<file path="src/slsf_pkg.sv">
// constants and types for the serial link status flags block
package slsf_pkg;
	localparam logic [11:0] SLSF_STATUS_OFFSET = 12'h06c;
	localparam logic [11:0] SLSF_CTRL_OFFSET   = 12'h070;
	localparam int          SLSF_LINK_BIT      = 6;
	localparam int          SLSF_SYNC_BIT      = 5;
	localparam int          SLSF_SHIFT_BIT     = 4;
	localparam int          SLSF_ALIGN_BIT     = 3;
	localparam int          SLSF_LOCK_BIT      = 2;
	localparam int          SLSF_TRIM_BIT      = 1;
	localparam int          SLSF_CLK_BIT       = 0;
	localparam logic [2:0]  SLSF_REQ_FRAMES    = 3'h4;
	localparam logic [1:0]  SLSF_RESP_OKAY     = 2'h0;
	localparam logic [1:0]  SLSF_RESP_SLVERR   = 2'h2;
	localparam logic        SLSF_DETECT_RESET  = 1'h0;
	typedef enum logic [1:0]
	{
		SLSF_IDLE = 2'b00,
		SLSF_WAIT = 2'b01,
		SLSF_LANE = 2'b10,
		SLSF_DATA = 2'b11
	} slsf_sync_type;
endpackage

</file>
<file path="src/slsf_sticky.sv">
// one sticky status flag: hardware set wins over software clear
module slsf_sticky
(
	input  wire logic clk,
	input  wire logic rst,
	input  wire logic set_evt,
	input  wire logic sw_clear,
	input  wire logic hw_clear,
	output logic      flag
);
	logic flag_q;
	logic flag_d;

	always_comb
	begin
		flag_d = flag_q;
		if (sw_clear || hw_clear)
			flag_d = 1'b0;
		// set wins over software clear; clock loss beats all
		if (set_evt && !hw_clear)
			flag_d = 1'b1;
	end

	always_ff @(posedge clk)
	begin
		if (rst)
			flag_q <= 1'b0;
		else
			flag_q <= flag_d;
	end

	assign flag = flag_q;
endmodule

</file>
<file path="src/slsf_sync_fsm.sv">
// synchronisation state machine that drives link-up and request-idle flags
module slsf_sync_fsm
	import slsf_pkg::*;
(
	input  wire logic clk,
	input  wire logic rst,
	input  wire logic frame_tick,
	input  wire logic sync_req_n,
	input  wire logic lane_align_done,
	input  wire logic data_valid,
	output logic      link_up,
	output logic      req_idle
);
	slsf_sync_type state_q;
	slsf_sync_type state_d;
	logic [2:0]    cnt_q;
	logic [2:0]    cnt_d;

	always_comb
	begin
		state_d = state_q;
		cnt_d   = cnt_q;
		case (state_q)
			SLSF_IDLE:
			begin
				// count request frames; shorter pulses ignored
				if (sync_req_n)
					cnt_d = 3'h0;
				else if (frame_tick && cnt_q != SLSF_REQ_FRAMES)
					cnt_d = cnt_q + 3'h1;
				// request dropped before it qualified: link was never torn down
				if (sync_req_n)
					state_d = SLSF_DATA;
				else if (cnt_q == SLSF_REQ_FRAMES)
					state_d = SLSF_WAIT;
			end
			SLSF_WAIT:
			begin
				cnt_d = 3'h0;
				if (sync_req_n)
					state_d = SLSF_LANE;
			end
			SLSF_LANE:
			begin
				if (!sync_req_n)
					state_d = SLSF_WAIT;
				else if (lane_align_done)
					state_d = SLSF_DATA;
			end
			SLSF_DATA:
			begin
				if (!sync_req_n)
					state_d = SLSF_IDLE;
			end
			default:
				state_d = SLSF_IDLE;
		endcase
	end

	always_ff @(posedge clk)
	begin
		if (rst)
		begin
			state_q <= SLSF_DATA;
			cnt_q   <= 3'h0;
		end
		else
		begin
			state_q <= state_d;
			cnt_q   <= cnt_d;
		end
	end

	// flag from state, not from the pin
	assign req_idle = (state_q != SLSF_WAIT);
	// link still up while a request is only being qualified
	assign link_up  = (state_q == SLSF_DATA || state_q == SLSF_IDLE) && data_valid;
endmodule

</file>
<file path="src/slsf_top.sv">
// serial link status register bank with an axi4-lite slave
module slsf_top
	import slsf_pkg::*;
(
	input  wire logic        clk,
	input  wire logic        rst,
	input  wire logic [11:0] s_axi_awaddr,
	input  wire logic        s_axi_awvalid,
	output logic             s_axi_awready,
	input  wire logic [31:0] s_axi_wdata,
	input  wire logic [3:0]  s_axi_wstrb,
	input  wire logic        s_axi_wvalid,
	output logic             s_axi_wready,
	output logic [1:0]       s_axi_bresp,
	output logic             s_axi_bvalid,
	input  wire logic        s_axi_bready,
	input  wire logic [11:0] s_axi_araddr,
	input  wire logic        s_axi_arvalid,
	output logic             s_axi_arready,
	output logic [31:0]      s_axi_rdata,
	output logic [1:0]       s_axi_rresp,
	output logic             s_axi_rvalid,
	input  wire logic        s_axi_rready,
	input  wire logic        frame_tick,
	input  wire logic        sync_req_n,
	input  wire logic        lane_align_done,
	input  wire logic        data_valid,
	input  wire logic        sysref_rise,
	input  wire logic        sysref_phase_moved,
	input  wire logic        pll_locked,
	input  wire logic        cal_done,
	input  wire logic        sample_clock_input,
	output logic             sysref_detect_enable
);
	logic        aw_held_q;
	logic        aw_held_d;
	logic [11:0] aw_addr_q;
	logic [11:0] aw_addr_d;
	logic        w_held_q;
	logic        w_held_d;
	logic [31:0] w_data_q;
	logic [31:0] w_data_d;
	logic        w_strb0_q;
	logic        w_strb0_d;
	logic        bvalid_q;
	logic        bvalid_d;
	logic [1:0]  bresp_q;
	logic [1:0]  bresp_d;
	logic        rvalid_q;
	logic        rvalid_d;
	logic [31:0] rdata_q;
	logic [31:0] rdata_d;
	logic [1:0]  rresp_q;
	logic [1:0]  rresp_d;
	logic        detect_q;
	logic        detect_d;
	logic        link_up;
	logic        req_idle;
	logic        shift_flag;
	logic        align_flag;
	logic        wr_fire;
	logic        clr_shift;
	logic        clr_align;
	logic        clk_lost;
	logic [7:0]  status;

	slsf_sync_fsm u_sync
	(
		.clk             (clk),
		.rst             (rst),
		.frame_tick      (frame_tick),
		.sync_req_n      (sync_req_n),
		.lane_align_done (lane_align_done),
		.data_valid      (data_valid),
		.link_up         (link_up),
		.req_idle        (req_idle)
	);

	// sticky flags only reach low byte lane
	assign wr_fire   = aw_held_q && w_held_q && !bvalid_q;
	assign clr_shift = wr_fire && aw_addr_q == SLSF_STATUS_OFFSET && w_strb0_q
	                   && w_data_q[SLSF_SHIFT_BIT];
	assign clr_align = wr_fire && aw_addr_q == SLSF_STATUS_OFFSET && w_strb0_q
	                   && w_data_q[SLSF_ALIGN_BIT];
	assign clk_lost  = !sample_clock_input;

	slsf_sticky u_shift
	(
		.clk      (clk),
		.rst      (rst),
		.set_evt  (sysref_phase_moved),
		.sw_clear (clr_shift),
		.hw_clear (clk_lost),
		.flag     (shift_flag)
	);

	slsf_sticky u_align
	(
		.clk      (clk),
		.rst      (rst),
		.set_evt  (sysref_rise),
		.sw_clear (clr_align),
		.hw_clear (clk_lost),
		.flag     (align_flag)
	);

	always_comb
	begin
		status                 = 8'h00;
		status[SLSF_LINK_BIT]  = link_up;
		status[SLSF_SYNC_BIT]  = req_idle;
		status[SLSF_SHIFT_BIT] = shift_flag;
		status[SLSF_ALIGN_BIT] = align_flag;
		status[SLSF_LOCK_BIT]  = pll_locked;
		status[SLSF_TRIM_BIT]  = cal_done;
		status[SLSF_CLK_BIT]   = sample_clock_input;
	end

	always_comb
	begin
		aw_held_d = aw_held_q;
		aw_addr_d = aw_addr_q;
		w_held_d  = w_held_q;
		w_data_d  = w_data_q;
		w_strb0_d = w_strb0_q;
		bvalid_d  = bvalid_q;
		bresp_d   = bresp_q;
		detect_d  = detect_q;
		if (s_axi_awvalid && !aw_held_q)
		begin
			aw_held_d = 1'b1;
			aw_addr_d = {s_axi_awaddr[11:2], 2'b00};
		end
		if (s_axi_wvalid && !w_held_q)
		begin
			w_held_d  = 1'b1;
			w_data_d  = s_axi_wdata;
			w_strb0_d = s_axi_wstrb[0];
		end
		if (wr_fire)
		begin
			aw_held_d = 1'b0;
			w_held_d  = 1'b0;
			bvalid_d  = 1'b1;
			bresp_d   = SLSF_RESP_OKAY;
			if (aw_addr_q == SLSF_CTRL_OFFSET)
			begin
				// hardware does not block early enable; software must poll trim flag
				if (w_strb0_q)
					detect_d = w_data_q[0];
			end
			else if (aw_addr_q != SLSF_STATUS_OFFSET)
				bresp_d = SLSF_RESP_SLVERR;
		end
		if (bvalid_q && s_axi_bready)
			bvalid_d = 1'b0;
	end

	always_comb
	begin
		rvalid_d = rvalid_q;
		rdata_d  = rdata_q;
		rresp_d  = rresp_q;
		if (s_axi_arvalid && !rvalid_q)
		begin
			rvalid_d = 1'b1;
			rresp_d  = SLSF_RESP_OKAY;
			rdata_d  = 32'h0000_0000;
			case ({s_axi_araddr[11:2], 2'b00})
				SLSF_STATUS_OFFSET: rdata_d = {24'h00_0000, status};
				SLSF_CTRL_OFFSET:   rdata_d = {31'h0000_0000, detect_q};
				default:            rresp_d = SLSF_RESP_SLVERR;
			endcase
		end
		else if (rvalid_q && s_axi_rready)
			rvalid_d = 1'b0;
	end

	always_ff @(posedge clk)
	begin
		if (rst)
		begin
			aw_held_q <= 1'b0;
			aw_addr_q <= 12'h000;
			w_held_q  <= 1'b0;
			w_data_q  <= 32'h0000_0000;
			w_strb0_q <= 1'b0;
			bvalid_q  <= 1'b0;
			bresp_q   <= SLSF_RESP_OKAY;
			rvalid_q  <= 1'b0;
			rdata_q   <= 32'h0000_0000;
			rresp_q   <= SLSF_RESP_OKAY;
			detect_q  <= SLSF_DETECT_RESET;
		end
		else
		begin
			aw_held_q <= aw_held_d;
			aw_addr_q <= aw_addr_d;
			w_held_q  <= w_held_d;
			w_data_q  <= w_data_d;
			w_strb0_q <= w_strb0_d;
			bvalid_q  <= bvalid_d;
			bresp_q   <= bresp_d;
			rvalid_q  <= rvalid_d;
			rdata_q   <= rdata_d;
			rresp_q   <= rresp_d;
			detect_q  <= detect_d;
		end
	end

	// ready comes from the holding flags and rvalid_q so it is a flop output
	assign s_axi_awready        = !aw_held_q;
	assign s_axi_wready         = !w_held_q;
	assign s_axi_bvalid         = bvalid_q;
	assign s_axi_bresp          = bresp_q;
	assign s_axi_arready        = !rvalid_q;
	assign s_axi_rvalid         = rvalid_q;
	assign s_axi_rdata          = rdata_q;
	assign s_axi_rresp          = rresp_q;
	assign sysref_detect_enable = detect_q;
endmodule

</file>
<file path="config.mk">
export PLATFORM = sky130hd
export DESIGN_NAME = slsf_top
export DESIGN_NICKNAME = d
export VERILOG_FILES = /design/src/slsf_pkg.sv /design/src/slsf_sticky.sv /design/src/slsf_sync_fsm.sv /design/src/slsf_top.sv
export SDC_FILE = /design/constraint.sdc
export NUM_CORES = 1
export LEC_CHECK = 0
export ABC_CLOCK_PERIOD_IN_PS = 2650
export BUFFER_PORTS_ARGS = -buffer_cell sky130_fd_sc_hd__buf_2
export CAP_MARGIN = 5
export CELL_PAD_IN_SITES_DETAIL_PLACEMENT = 2
export CELL_PAD_IN_SITES_GLOBAL_PLACEMENT = 2
export CORE_ASPECT_RATIO = 2
export CORE_MARGIN = 3
export CORE_UTILIZATION = 22
export CTS_BUF_LIST = sky130_fd_sc_hd__clkbuf_4
export DETAILED_ROUTE_END_ITERATION = 10
export PLACE_DENSITY_LB_ADDON = 0.1
export SYNTH_ARGS = -nofsm -noshare
export SYNTH_HDL_FRONTEND = slang
export SYNTH_SLANG_ARGS = --single-unit
</file>
<file path="constraint.sdc">
create_clock -name clk -period 2.65 [get_ports clk]
set_clock_uncertainty 0.2 [all_clocks]
set_input_delay 0.1325 -clock clk [delete_from_list [all_inputs] [get_ports clk]]
set_output_delay 0.1325 -clock clk [all_outputs]
set_load 0.01 [all_outputs]
</file>
Yosys cells after proc, flatten, opt, wreduce, memory -nomap -nowiden
Index checks and enable logic that the tools add are counted.
{ "totals": {"wordCells": 86, "output_inout_bits": 42, "reg_bits": 64, "input_bits": 76} }
{ "op_classes": {"n_addsub": 1, "n_eq_ne": 16, "mux": 20, "reduce_logical": 34} }
{ "op_table": {"columns": ["op", "count"], "rows": [
  ["10-bit by 5-bit == test with 1-bit output, second input constant", 4],
  ["2-bit 2-to-1 mux", 9],
  ["1-bit logical AND", 15],
  ["7-bit case mux with 2 select lines", 1],
  ["10-bit by 5-bit inequality test with 1-bit output, second input constant", 1],
  ["2-bit case mux with 4 select lines", 1],
  ["2-bit nonzero test", 4],
  ["1-bit 2-to-1 mux", 6],
  ["3-bit 2-to-1 mux", 2],
  ["3-bit by 2-bit inequality test with 1-bit output, second input constant", 2],
  ["3-bit inequality test, second input constant", 2],
  ["3-bit case mux with 2 select lines", 1],
  ["2-bit OR reduction", 3],
  ["1-bit zero test", 5],
  ["2-bit == test, second input constant", 2],
  ["2-bit inequality test, second input constant", 2],
  ["4-bit AND reduction", 1],
  ["3-bit by 1-bit adder with 3-bit output, second input constant", 1],
  ["3-bit == test, second input constant", 1],
  ["1-bit logical OR", 3],
  ["3-bit AND reduction", 1],
  ["2-bit by 1-bit == test with 1-bit output, second input constant", 1],
  ["2-bit zero test", 1],
  ["2-bit by 1-bit inequality test with 1-bit output, second input constant", 1],
  ["2-bit AND reduction", 1]
]} }

Depth between registers and ports, before layout
Gate-level depths: netlist of the first run.
{ "logic_depth": {"ltp_word": 8, "mapped_depth": 6, "mapped_depth_nobuf": 6} }

Modules after synthesis
From an unflattened synthesis of the first run, not the netlist that was laid out.
{ "unflattened": {"cells_unflattened": 210, "hier_area_um2": 1851.8} }
{ "by_module_without_submodules": {"columns": ["module", "area_per_inst_um2", "cells_per_inst", "instances", "seq_area_each_um2"], "rows": [
  ["slsf_top", 1378.8, 158, 1, 560.5],
  ["slsf_sync_fsm", 382.9, 44, 1, 100.1],
  ["slsf_sticky", 45.0, 4, 2, 20.0]
]} }

Worst setup path after synthesis of the first run
OpenSTA, ideal clock, no wires.
{ "synth_timing": {"path_type": "register to register", "from": "register u_sync.state_q[0]", "to": "register u_sync.cnt_q[2]", "arrival_ns": 1.566, "setup_slack_ns": 0.788, "setup_time_ns": 0.095, "n_path_buf": 0, "period_less_slack_ns": 1.862, "required_ns": 2.355, "path_stages_with_launch": 6, "path_cell_list": "dfxtp_1 > inv_1 > ha_1 > nand2_1 > or4b_2 > a221oi_1"} }
{ "synth_between": {"elab_chain_cells": 3, "elab_cells_between_ends": 6, "cone_classes": "eq/ne: 2; mux: 1; reduce/logical: 3"} }
{ "synth_rtl": {"columns": ["element", "line_no", "text"], "rows": [
  ["start, declared", "slsf_sync_fsm.sv:14", "slsf_sync_type state_q;"],
  ["start signal, assigned", "slsf_sync_fsm.sv:69", "state_q <= state_d;"],
  ["2-bit zero test or 2-bit by 1-bit == test with 1-bit output (tied branches)", "slsf_sync_fsm.sv:23", "case (state_q)"],
  ["3-bit by 2-bit inequality test with 1-bit output (no source line) or 2-bit nonzero test (tied branches)", null, null],
  ["2-bit AND reduction (no source line)", null, null],
  ["end signal, assigned", "slsf_sync_fsm.sv:70", "cnt_q <= cnt_d;"],
  ["end, declared", "slsf_sync_fsm.sv:16", "logic [2:0] cnt_q;"]
]} }
Parallel ways exist; a longest one is shown, timed or not.
A chain may end at the register's enable or synchronous reset.

Worst setup path in the final report of the first run
Ends and elaborated chain as after synthesis.

==> flow_summary.json, run 1 <==
{
  "period_minus_slack_ns": 2.52,
  "vias": 1692,
  "fin_cells": 397,
  "tightest_slew_ns": 0.761,
  "finalCritPeriodShare": 0.950,
  "num_io_pins": 118,
  "drive_gt1_frac": 0.238,
  "clk_pin_slew_worst_paths_ns": 0.11,
  "routed_via_density": 4.26,
  "synth_area_um2": 1750,
  "hold_depth": 4,
  "hold_class": "primary input to flop",
  "ys_top_cells_by_area": "dfxtp_1 40%, buf_4 12%, nand2_1 5.6%, a21oi_1 4.3%, ha_1 4.3%",
  "grt_use_total": 0.124,
  "cts_max_path_buffers": 2,
  "cts_buffers": 5,
  "muxShareOfSynthArea": 0.0292,
  "netlist_instances": 208,
  "num_rows": 45,
  "ant_nets": 0,
  "ys_seq_elements": 35,
  "grt_pass1_wl_um": 9030,
  "fmax_ghz": 0.397,
  "p_per_area_nw_per_um2": 516,
  "post-route-cell-area_um2": 2520,
  "r2r_cells": 6,
  "cap_violations": 0,
  "status": "completed",
  "finalMaxSlewViolations": 0,
  "power_mw": 1.30,
  "arrival_ns": 2.62,
  "ys_seq_area_frac": 0.399,
  "overflow": 0,
  "post_dp_cell_area_um2": 2030,
  "r2r_slack_ns": 0.13,
  "setup_violations": 0,
  "start_util": 0.229,
  "hold_path_end": "s_axi_rdata[0]",
  "tns_ns": 0,
  "cts_tree": "built",
  "wl_per_cell_um": 13.7,
  "synth_simple_gate_area_frac": 0.231,
  "required_ns": 2.75,
  "post-place-ws_ns": 0.501,
  "rr_endpoint": "u_sync.cnt_q[2]",
  "numPortBuffers": 54,
  "yosysMostFrequentCell": "dfxtp_1",
  "relSlewSlack": 0.492,
  "fill_cells": 928,
  "dp_hpwl_um": 4180,
  "async_reset_ff_frac": 0,
  "dr.pass1.iters": 4,
  "r2r-start": "u_sync.state_q[0]",
  "ir_drop_mv": 0.249,
  "synth_top_family_by_area": "simple AND/OR/NAND/NOR gates",
  "grt_pass1_vias": 1887,
  "wl_um": 5430,
  "cp_max_fo": 7,
  "hp-start": "s_axi_araddr[2]",
  "synthXorXnorAreaFrac": 0,
  "synth_top_area_share": 0.399,
  "setup_ws_ns": 0.132,
  "fin_util": 0.329,
  "areaGrowthSynthToFinish_pct": 43.8,
  "final-hold-violation-count": 0,
  "drcViolationCount": 0,
  "synthAdderAreaFrac": 0.0428,
  "cts_setup_buffers": 0,
  "hold_ws_ns": 0.0580,
  "drtIter0Drc": 21,
  "synthFlopType": "dfxtp_1",
  "syn_avg_cell_area_um2": 8.43,
  "yosys.cell_types.count": 37,
  "die_y_um": 132,
  "ys_top_cells_by_count": "35 x dfxtp_1, 27 x buf_4, 26 x nand2_1, 16 x nor2_1, 15 x a21oi_1",
  "start_kind": "flop",
  "end_kind": "flop",
  "ys_warn_count": 0,
  "grt_antenna_before_repair": 0,
  "timing_worst_setup_path_type": "flop to flop",
  "grt_start_max_net_pins": 21,
  "dieArea_um2": 9150,
  "core_area_um2": 7660,
  "worstSkewPairLatency_ns": 0.35,
  "antenna_cells": 0,
  "chipWidth_um": 69.1,
  "synth_top_area_cell": "dfxtp_1",
  "cts_root_buf": "clkbuf_4",
  "gp_congestion": 0.694,
  "dp.cells": 351,
  "htree_levels": 2,
  "leakage_nw": 1.15,
  "numClockSinks": 35,
  "synth_compound_area_frac": 0.139,
  "final_nets": 384,
  "synth_edf_count": 0
}
-- cell type report --
cell class / count / area (µm²) / area share
clock buffer: 6 / 45.0 / 0.0179
clock inverter: 2 / 60.1 / 0.0238
inverter: 14 / 52.6 / 0.0208
multi-input combinational: 153 / 888 / 0.352
sequential: 35 / 701 / 0.278
tap: 94 / 118 / 0.0466
timing repair buffer: 93 / 658 / 0.261
-- sequential cells by signal, indices dropped and copies added, names as in the netlist, 2 cells and up --
signal and cells:
u_sync.state_q 2, u_sync.cnt_q 3, w_data_q 3, s_axi_rdata 7, aw_addr_q 10
-- placed cells by master (no fill, tap or decap), drive strengths merged, types with 5 or more instances in the layout --
cell / synthesis / routed
ha: 6 / 6
dfxtp: 35 / 35
inv: 14 / 14
nor3: 8 / 8
dlygate4sd3: 0 / 38
nand2: 26 / 26
a22o: 5 / 5
nor2: 16 / 16
nand2b: 8 / 8
buf: 28 / 55
o21ai: 5 / 5
a21oi: 15 / 15
conb: 1 / 27
clkbuf: 4 / 6
-- critical path, stage by stage, from the launching register on --
cell	delay (ns)
dfxtp_1	0.36
inv_1	0.10
ha_2	0.25
nand2_1	0.10
or4b_2	0.63
a221oi_2	0.27
dlygate4sd3_1	0.56
-- cell families (layout without fill, tap and decap cells) --
kind of cell / after synthesis / count (layout)
other: 1 / 27
muxes: 5 / 5
AOI/OAI and AO/OA: 38 / 38
adders and majority gates: 6 / 6
DFF: 35 / 35
buffers and inverters: 46 / 115
and+or+nand+nor: 77 / 77
-- worst max path at each step --
stage,start,end,slack (ns),cells after the start
after floorplan,u_sync.state_q[0],u_sync.cnt_q[2],0.79,5
after global placement,s_axi_araddr[8],s_axi_rdata[6],0.50,5
after detailed placement,s_axi_araddr[8],s_axi_rdata[6],0.50,5
after CTS,u_sync.state_q[0],u_sync.cnt_q[2],0.03,6
after global routing,u_sync.state_q[0],u_sync.cnt_q[2],-0.003,6
final,u_sync.state_q[0],u_sync.cnt_q[2],0.13,6
-- power breakdown --
group	leakage (nW)	internal, mW	switching (mW)
combinational	0.811	0.111	0.120
sequential	0.286	0.553	0.0189
clock	0.0559	0.305	0.195
-- what timing repair did --
action	4_1_cts	5_1_grt
resized for setup	0	3
endpoints found under the hold margin	31	0
setup endpoints to repair	0	1
hold buffers	38	0
-- per-layer routing --
metal / global-route usage / up-vias / share of wire
met5: 0 / - / 0
met4: 0.0457 / 0 / 0.016
met3: 0.0275 / 6 / 0.034
met2: 0.257 / 37 / 0.62
met1: 0.111 / 811 / 0.33
li1: - / 838 / -
(Power assumes the default switching activity.)
==> run 2, diff against run 1 <==
RECOVER_POWER = 25   (was default)
==> run 2 against run 1 <==
  * Total power about the same
  * Core utilization fell by 0.20 points
  * Hold slack about the same
  * First-iteration DRC count increased by 4.8%
  * Worst setup slack is essentially flat
  * Final cell count unchanged
  * Wire length barely moved
  * Via count did not move
  * Fmax is essentially flat
  * Die area is the same
  * Global-route usage is the same
  * Combinational power about the same
  * Largest power group unchanged
==> flow_summary.json, run 2 (synthesized netlist as in run 1, its figures left out) <==
{
  "status": "completed",
  "numPortBuffers": 54,
  "htree_levels": 2,
  "numClockSinks": 35,
  "startpoint": "u_sync.state_q[0]",
  "dieArea_um2": 9150,
  "leakage_nw": 1.10,
  "period_minus_slack_ns": 2.52,
  "largest_register_ffs": 10,
  "power_mw": 1.30,
  "overflow": 0,
  "grt_pass1_wl_um": 9030,
  "drive_gt1_frac": 0.198,
  "cts_root_buf": "clkbuf_4",
  "hold_class": "primary input to flop",
  "finalCritPeriodShare": 0.950,
  "post-place-ws_ns": 0.501,
  "ir_drop_mv": 0.247,
  "setup_ws_ns": 0.132,
  "fin_util": 0.327,
  "start_util": 0.229,
  "relSlewSlack": 0.492,
  "rr_endpoint": "u_sync.cnt_q[2]",
  "cts_tree": "built",
  "num_rows": 45,
  "wl_per_cell_um": 13.7,
  "grt_use_total": 0.124,
  "cts_buffers": 5,
  "tightest_slew_ns": 0.761,
  "core_area_um2": 7660,
  "grt_antenna_before_repair": 0,
  "worstSkewPairLatency_ns": 0.35,
  "dp_hpwl_um": 4180,
  "ant_nets": 0,
  "arrival_ns": 2.62,
  "tns_ns": 0,
  "gp_congestion": 0.694,
  "top_register": "aw_addr_q",
  "dr.pass1.iters": 4,
  "grt_start_max_net_pins": 21,
  "dp.cells": 351,
  "r2r_cells": 6,
  "routed_via_density": 4.26,
  "cap_violations": 0,
  "hold_depth": 4,
  "drcViolationCount": 0,
  "fin_cells": 397,
  "start_kind": "flop",
  "fmax_ghz": 0.397,
  "hp-start": "s_axi_araddr[2]",
  "layout_common_cells": "42 x buf_2, 38 x dlygate4sd3_1, 35 x dfxtp_1",
  "setup_violations": 0,
  "chipWidth_um": 69.1,
  "areaGrowthSynthToFinish_pct": 42.9,
  "clk_pin_slew_worst_paths_ns": 0.11,
  "drtIter0Drc": 22,
  "final-hold-violation-count": 0,
  "antenna_cells": 0,
  "final_common_cell": "buf_2",
  "r2r_slack_ns": 0.13,
  "post-route-cell-area_um2": 2510,
  "p_per_area_nw_per_um2": 519,
  "cts_setup_buffers": 0,
  "end_kind": "flop",
  "cp_max_fo": 7,
  "wl_um": 5430,
  "post_dp_cell_area_um2": 2030,
  "vias": 1692,
  "timing_worst_setup_path_type": "flop to flop",
  "cts_max_path_buffers": 2,
  "grt_pass1_vias": 1887,
  "required_ns": 2.75,
  "num_io_pins": 118,
  "hold_path_end": "s_axi_rdata[0]",
  "hold_ws_ns": 0.0580,
  "final_nets": 384,
  "r2r-start": "u_sync.state_q[0]",
  "die_y_um": 132,
  "fill_cells": 934,
  "finalMaxSlewViolations": 0
}
-- run 2: changes by cell type in the layout (fill, tap and decap cells not counted), sizes merged --
cell / change
clkbuf: +12
buf: -12
-- run 2: critical path, stage by stage, from the launching register on --
cell and delay [ns]:
dfxtp_1 0.36, inv_1 0.10, ha_2 0.25, nand2_1 0.10
or4b_2 0.63, a221oi_2 0.27, dlygate4sd3_1 0.56
-- run 2: repair_timing --
item,CTS,global route
endpoints found under the hold margin,31,0
hold buffers,38,0
endpoints found under the setup margin,0,1
resized for setup,0,3
-- run 2: worst max path at each step --
stage,end,depth (start not counted),slack (ns)
after floorplan,u_sync.cnt_q[2],5,0.79
after global placement,s_axi_rdata[6],5,0.50
after detailed placement,s_axi_rdata[6],5,0.50
after CTS,u_sync.cnt_q[2],6,0.03
after global routing,u_sync.cnt_q[2],6,-0.003
final,u_sync.cnt_q[2],6,0.13
-- run 2: layout make-up --
cell class	count	area, µm²	area share
clock buffers	6	45.0	0.0180
clock inverters	2	60.1	0.0240
inverters	14	52.6	0.0210
multi-input cells	153	888	0.354
flip-flops and latches	35	701	0.279
well taps	94	118	0.0469
repair buffers	93	643	0.256
-- run 2: metal layers --
metal	share of wire	up-vias	routed length (µm)	GRT usage
met4	0.016	0	89	0.0457
met3	0.033	6	177	0.0275
met2	0.62	37	3370	0.257
met5	0	-	0	0
li1	-	838	-	-
met1	0.33	811	1790	0.111
-- run 2: power breakdown --
group          leakage [nW]  switching, mW  internal (mW)  total [mW]
clock                0.0559          0.195          0.305       0.500
sequential            0.286         0.0190          0.553       0.572
combinational         0.760          0.120          0.110       0.229
total                  1.10          0.334          0.967        1.30
==> run 3, diff against run 2 <==
PLACE_DENSITY = 0.85   (was default)
PLACE_DENSITY_LB_ADDON = default   (was 0.1)
==> run 3 against run 2 <==
  * Sequential power hardly changed
  * Worst setup slack improved by 0.36 ns
  * Fmax is 17% higher
  * Clock power shrank 42%
  * Total power shrank 17%
  * Design area is 6.4% lower
  * Final cell count down 2.5%
  * Sequential share of layout area up 1.9 points
  * Critical path type unchanged
  * Largest power group unchanged
==> flow_summary.json, run 3 (synthesized netlist as in run 1, its figures left out) <==
{
  "status": "completed",
  "ir_drop_mv": 0.296,
  "gp_congestion": 0.712,
  "post_dp_cell_area_um2": 2020,
  "post-route-cell-area_um2": 2350,
  "grt_pass1_wl_um": 9600,
  "cap_violations": 0,
  "cts_root_buf": "clkbuf_4",
  "drive_gt1_frac": 0.184,
  "wl_um": 5790,
  "cp_max_fo": 5,
  "final-hold-violation-count": 0,
  "grt_antenna_before_repair": 0,
  "r2r_cells": 5,
  "grt_start_max_net_pins": 32,
  "overflow": 0,
  "p_per_area_nw_per_um2": 462,
  "cts_buffers": 5,
  "tightest_slew_ns": 0.764,
  "crit_cells": 5,
  "worstSkewPairLatency_ns": 0.33,
  "vias": 1718,
  "antenna_cells": 0,
  "routed_via_density": 4.44,
  "grt_setup_unrepaired": "false",
  "cp_top_family": "simple AND/OR/NAND/NOR gates",
  "wl_per_cell_um": 15.0,
  "crit_chain": "nand2b_1, nor4_1, a21oi_1, nor3_1, dlygate4sd3_1",
  "required_ns": 2.73,
  "areaGrowthSynthToFinish_pct": 33.7,
  "ctsResizeCount": 0,
  "post-place-ws_ns": 0.507,
  "cp_slowest_cell": "dlygate4sd3_1",
  "dr.pass1.iters": 2,
  "setup_ws_ns": 0.493,
  "cts_tree": "built",
  "chipWidth_um": 69.1,
  "htree_levels": 2,
  "arrival_ns": 2.24,
  "grt_use_total": 0.131,
  "final_nets": 374,
  "start_util": 0.229,
  "ant_nets": 0,
  "core_area_um2": 7660,
  "fmax_ghz": 0.464,
  "timing_worst_setup_path_type": "flop to flop",
  "grt_pass1_vias": 1954,
  "hold_class": "primary input to flop",
  "drtIter0Drc": 30,
  "end_kind": "flop",
  "numClockSinks": 35,
  "cts_max_path_buffers": 2,
  "hold_depth": 4,
  "finalMaxSlewViolations": 0,
  "final_common_cell": "buf_2",
  "crit_buf_inv": 1,
  "leakage_nw": 1.03,
  "setup_violations": 0,
  "period_minus_slack_ns": 2.16,
  "dieArea_um2": 9150,
  "largest_register_ffs": 10,
  "tns_ns": 0,
  "start_kind": "flop",
  "numPortBuffers": 54,
  "top_register": "aw_addr_q",
  "critPathMaxStageDelay_ns": 0.56,
  "num_io_pins": 118,
  "layout_common_cells": "42 x buf_2, 35 x dfxtp_1, 29 x dlygate4sd3_1",
  "drcViolationCount": 0,
  "num_rows": 45,
  "clk_pin_slew_worst_paths_ns": 0.11,
  "dp_hpwl_um": 4140,
  "finalCritPeriodShare": 0.814,
  "die_y_um": 132,
  "relSlewSlack": 0.490
}
[run 3: tightest hold or removal path, stage by stage]
cell and delay (ns):
buf_2 0.08, nand2b_1 0.09, nand3b_1 0.12, nand3b_1 0.11
[run 3: path summary, 6_finish.rpt]
path | from | end | slack, ns
min reg2reg | w_data_q[3] | u_align.flag | 0.26
max reg2reg | s_axi_rvalid | s_axi_rdata[0] | 0.49
max | s_axi_rvalid | s_axi_rdata[0] | 0.49
min | lane_align_done | u_sync.state_q[1] | 0.03
[run 3: timing repair]
| action | CTS | global route |
|---|---|---|
| setup buffers | 0 | 0 |
| hold buffers | 29 | 0 |
| hold endpoints to repair | 27 | 0 |
[run 3: power by group]
group	internal [mW]	switching, mW	leakage (nW)
logic	0.0981	0.123	0.709
registers	0.553	0.0196	0.286
clock network	0.109	0.183	0.0307
[run 3: routing by layer]
metal / track usage / up-vias / wire [µm]
li1: - / 817 / -
met1: 0.111 / 833 / 1850
met2: 0.281 / 61 / 3550
met3: 0.0275 / 7 / 287
met4: 0.0446 / 0 / 104
met5: 0 / - / 0
[run 3: final cells by class]
class                      count  area (µm²)
timing repair buffer          83         546
sequential                    35         701
clock inverter                 2        7.51
tap                           94         118
multi-input combinational    153         877
inverter                      14        52.6
fill                         948        5310
clock buffer                   6        45.0
[run 3: metrics by stage]
stage	hold WS, ns	util	power [mW]	instances
2_1_floorplan	0.0443	-	0.725	234
3_3_place_gp	0.146	0.264	0.761	350
3_5_place_dp	0.149	0.264	0.771	350
4_1_cts	0.00766	0.308	1.10	387
5_1_grt	0.0528	0.306	1.16	387
6_report	0.0326	0.306	1.08	387
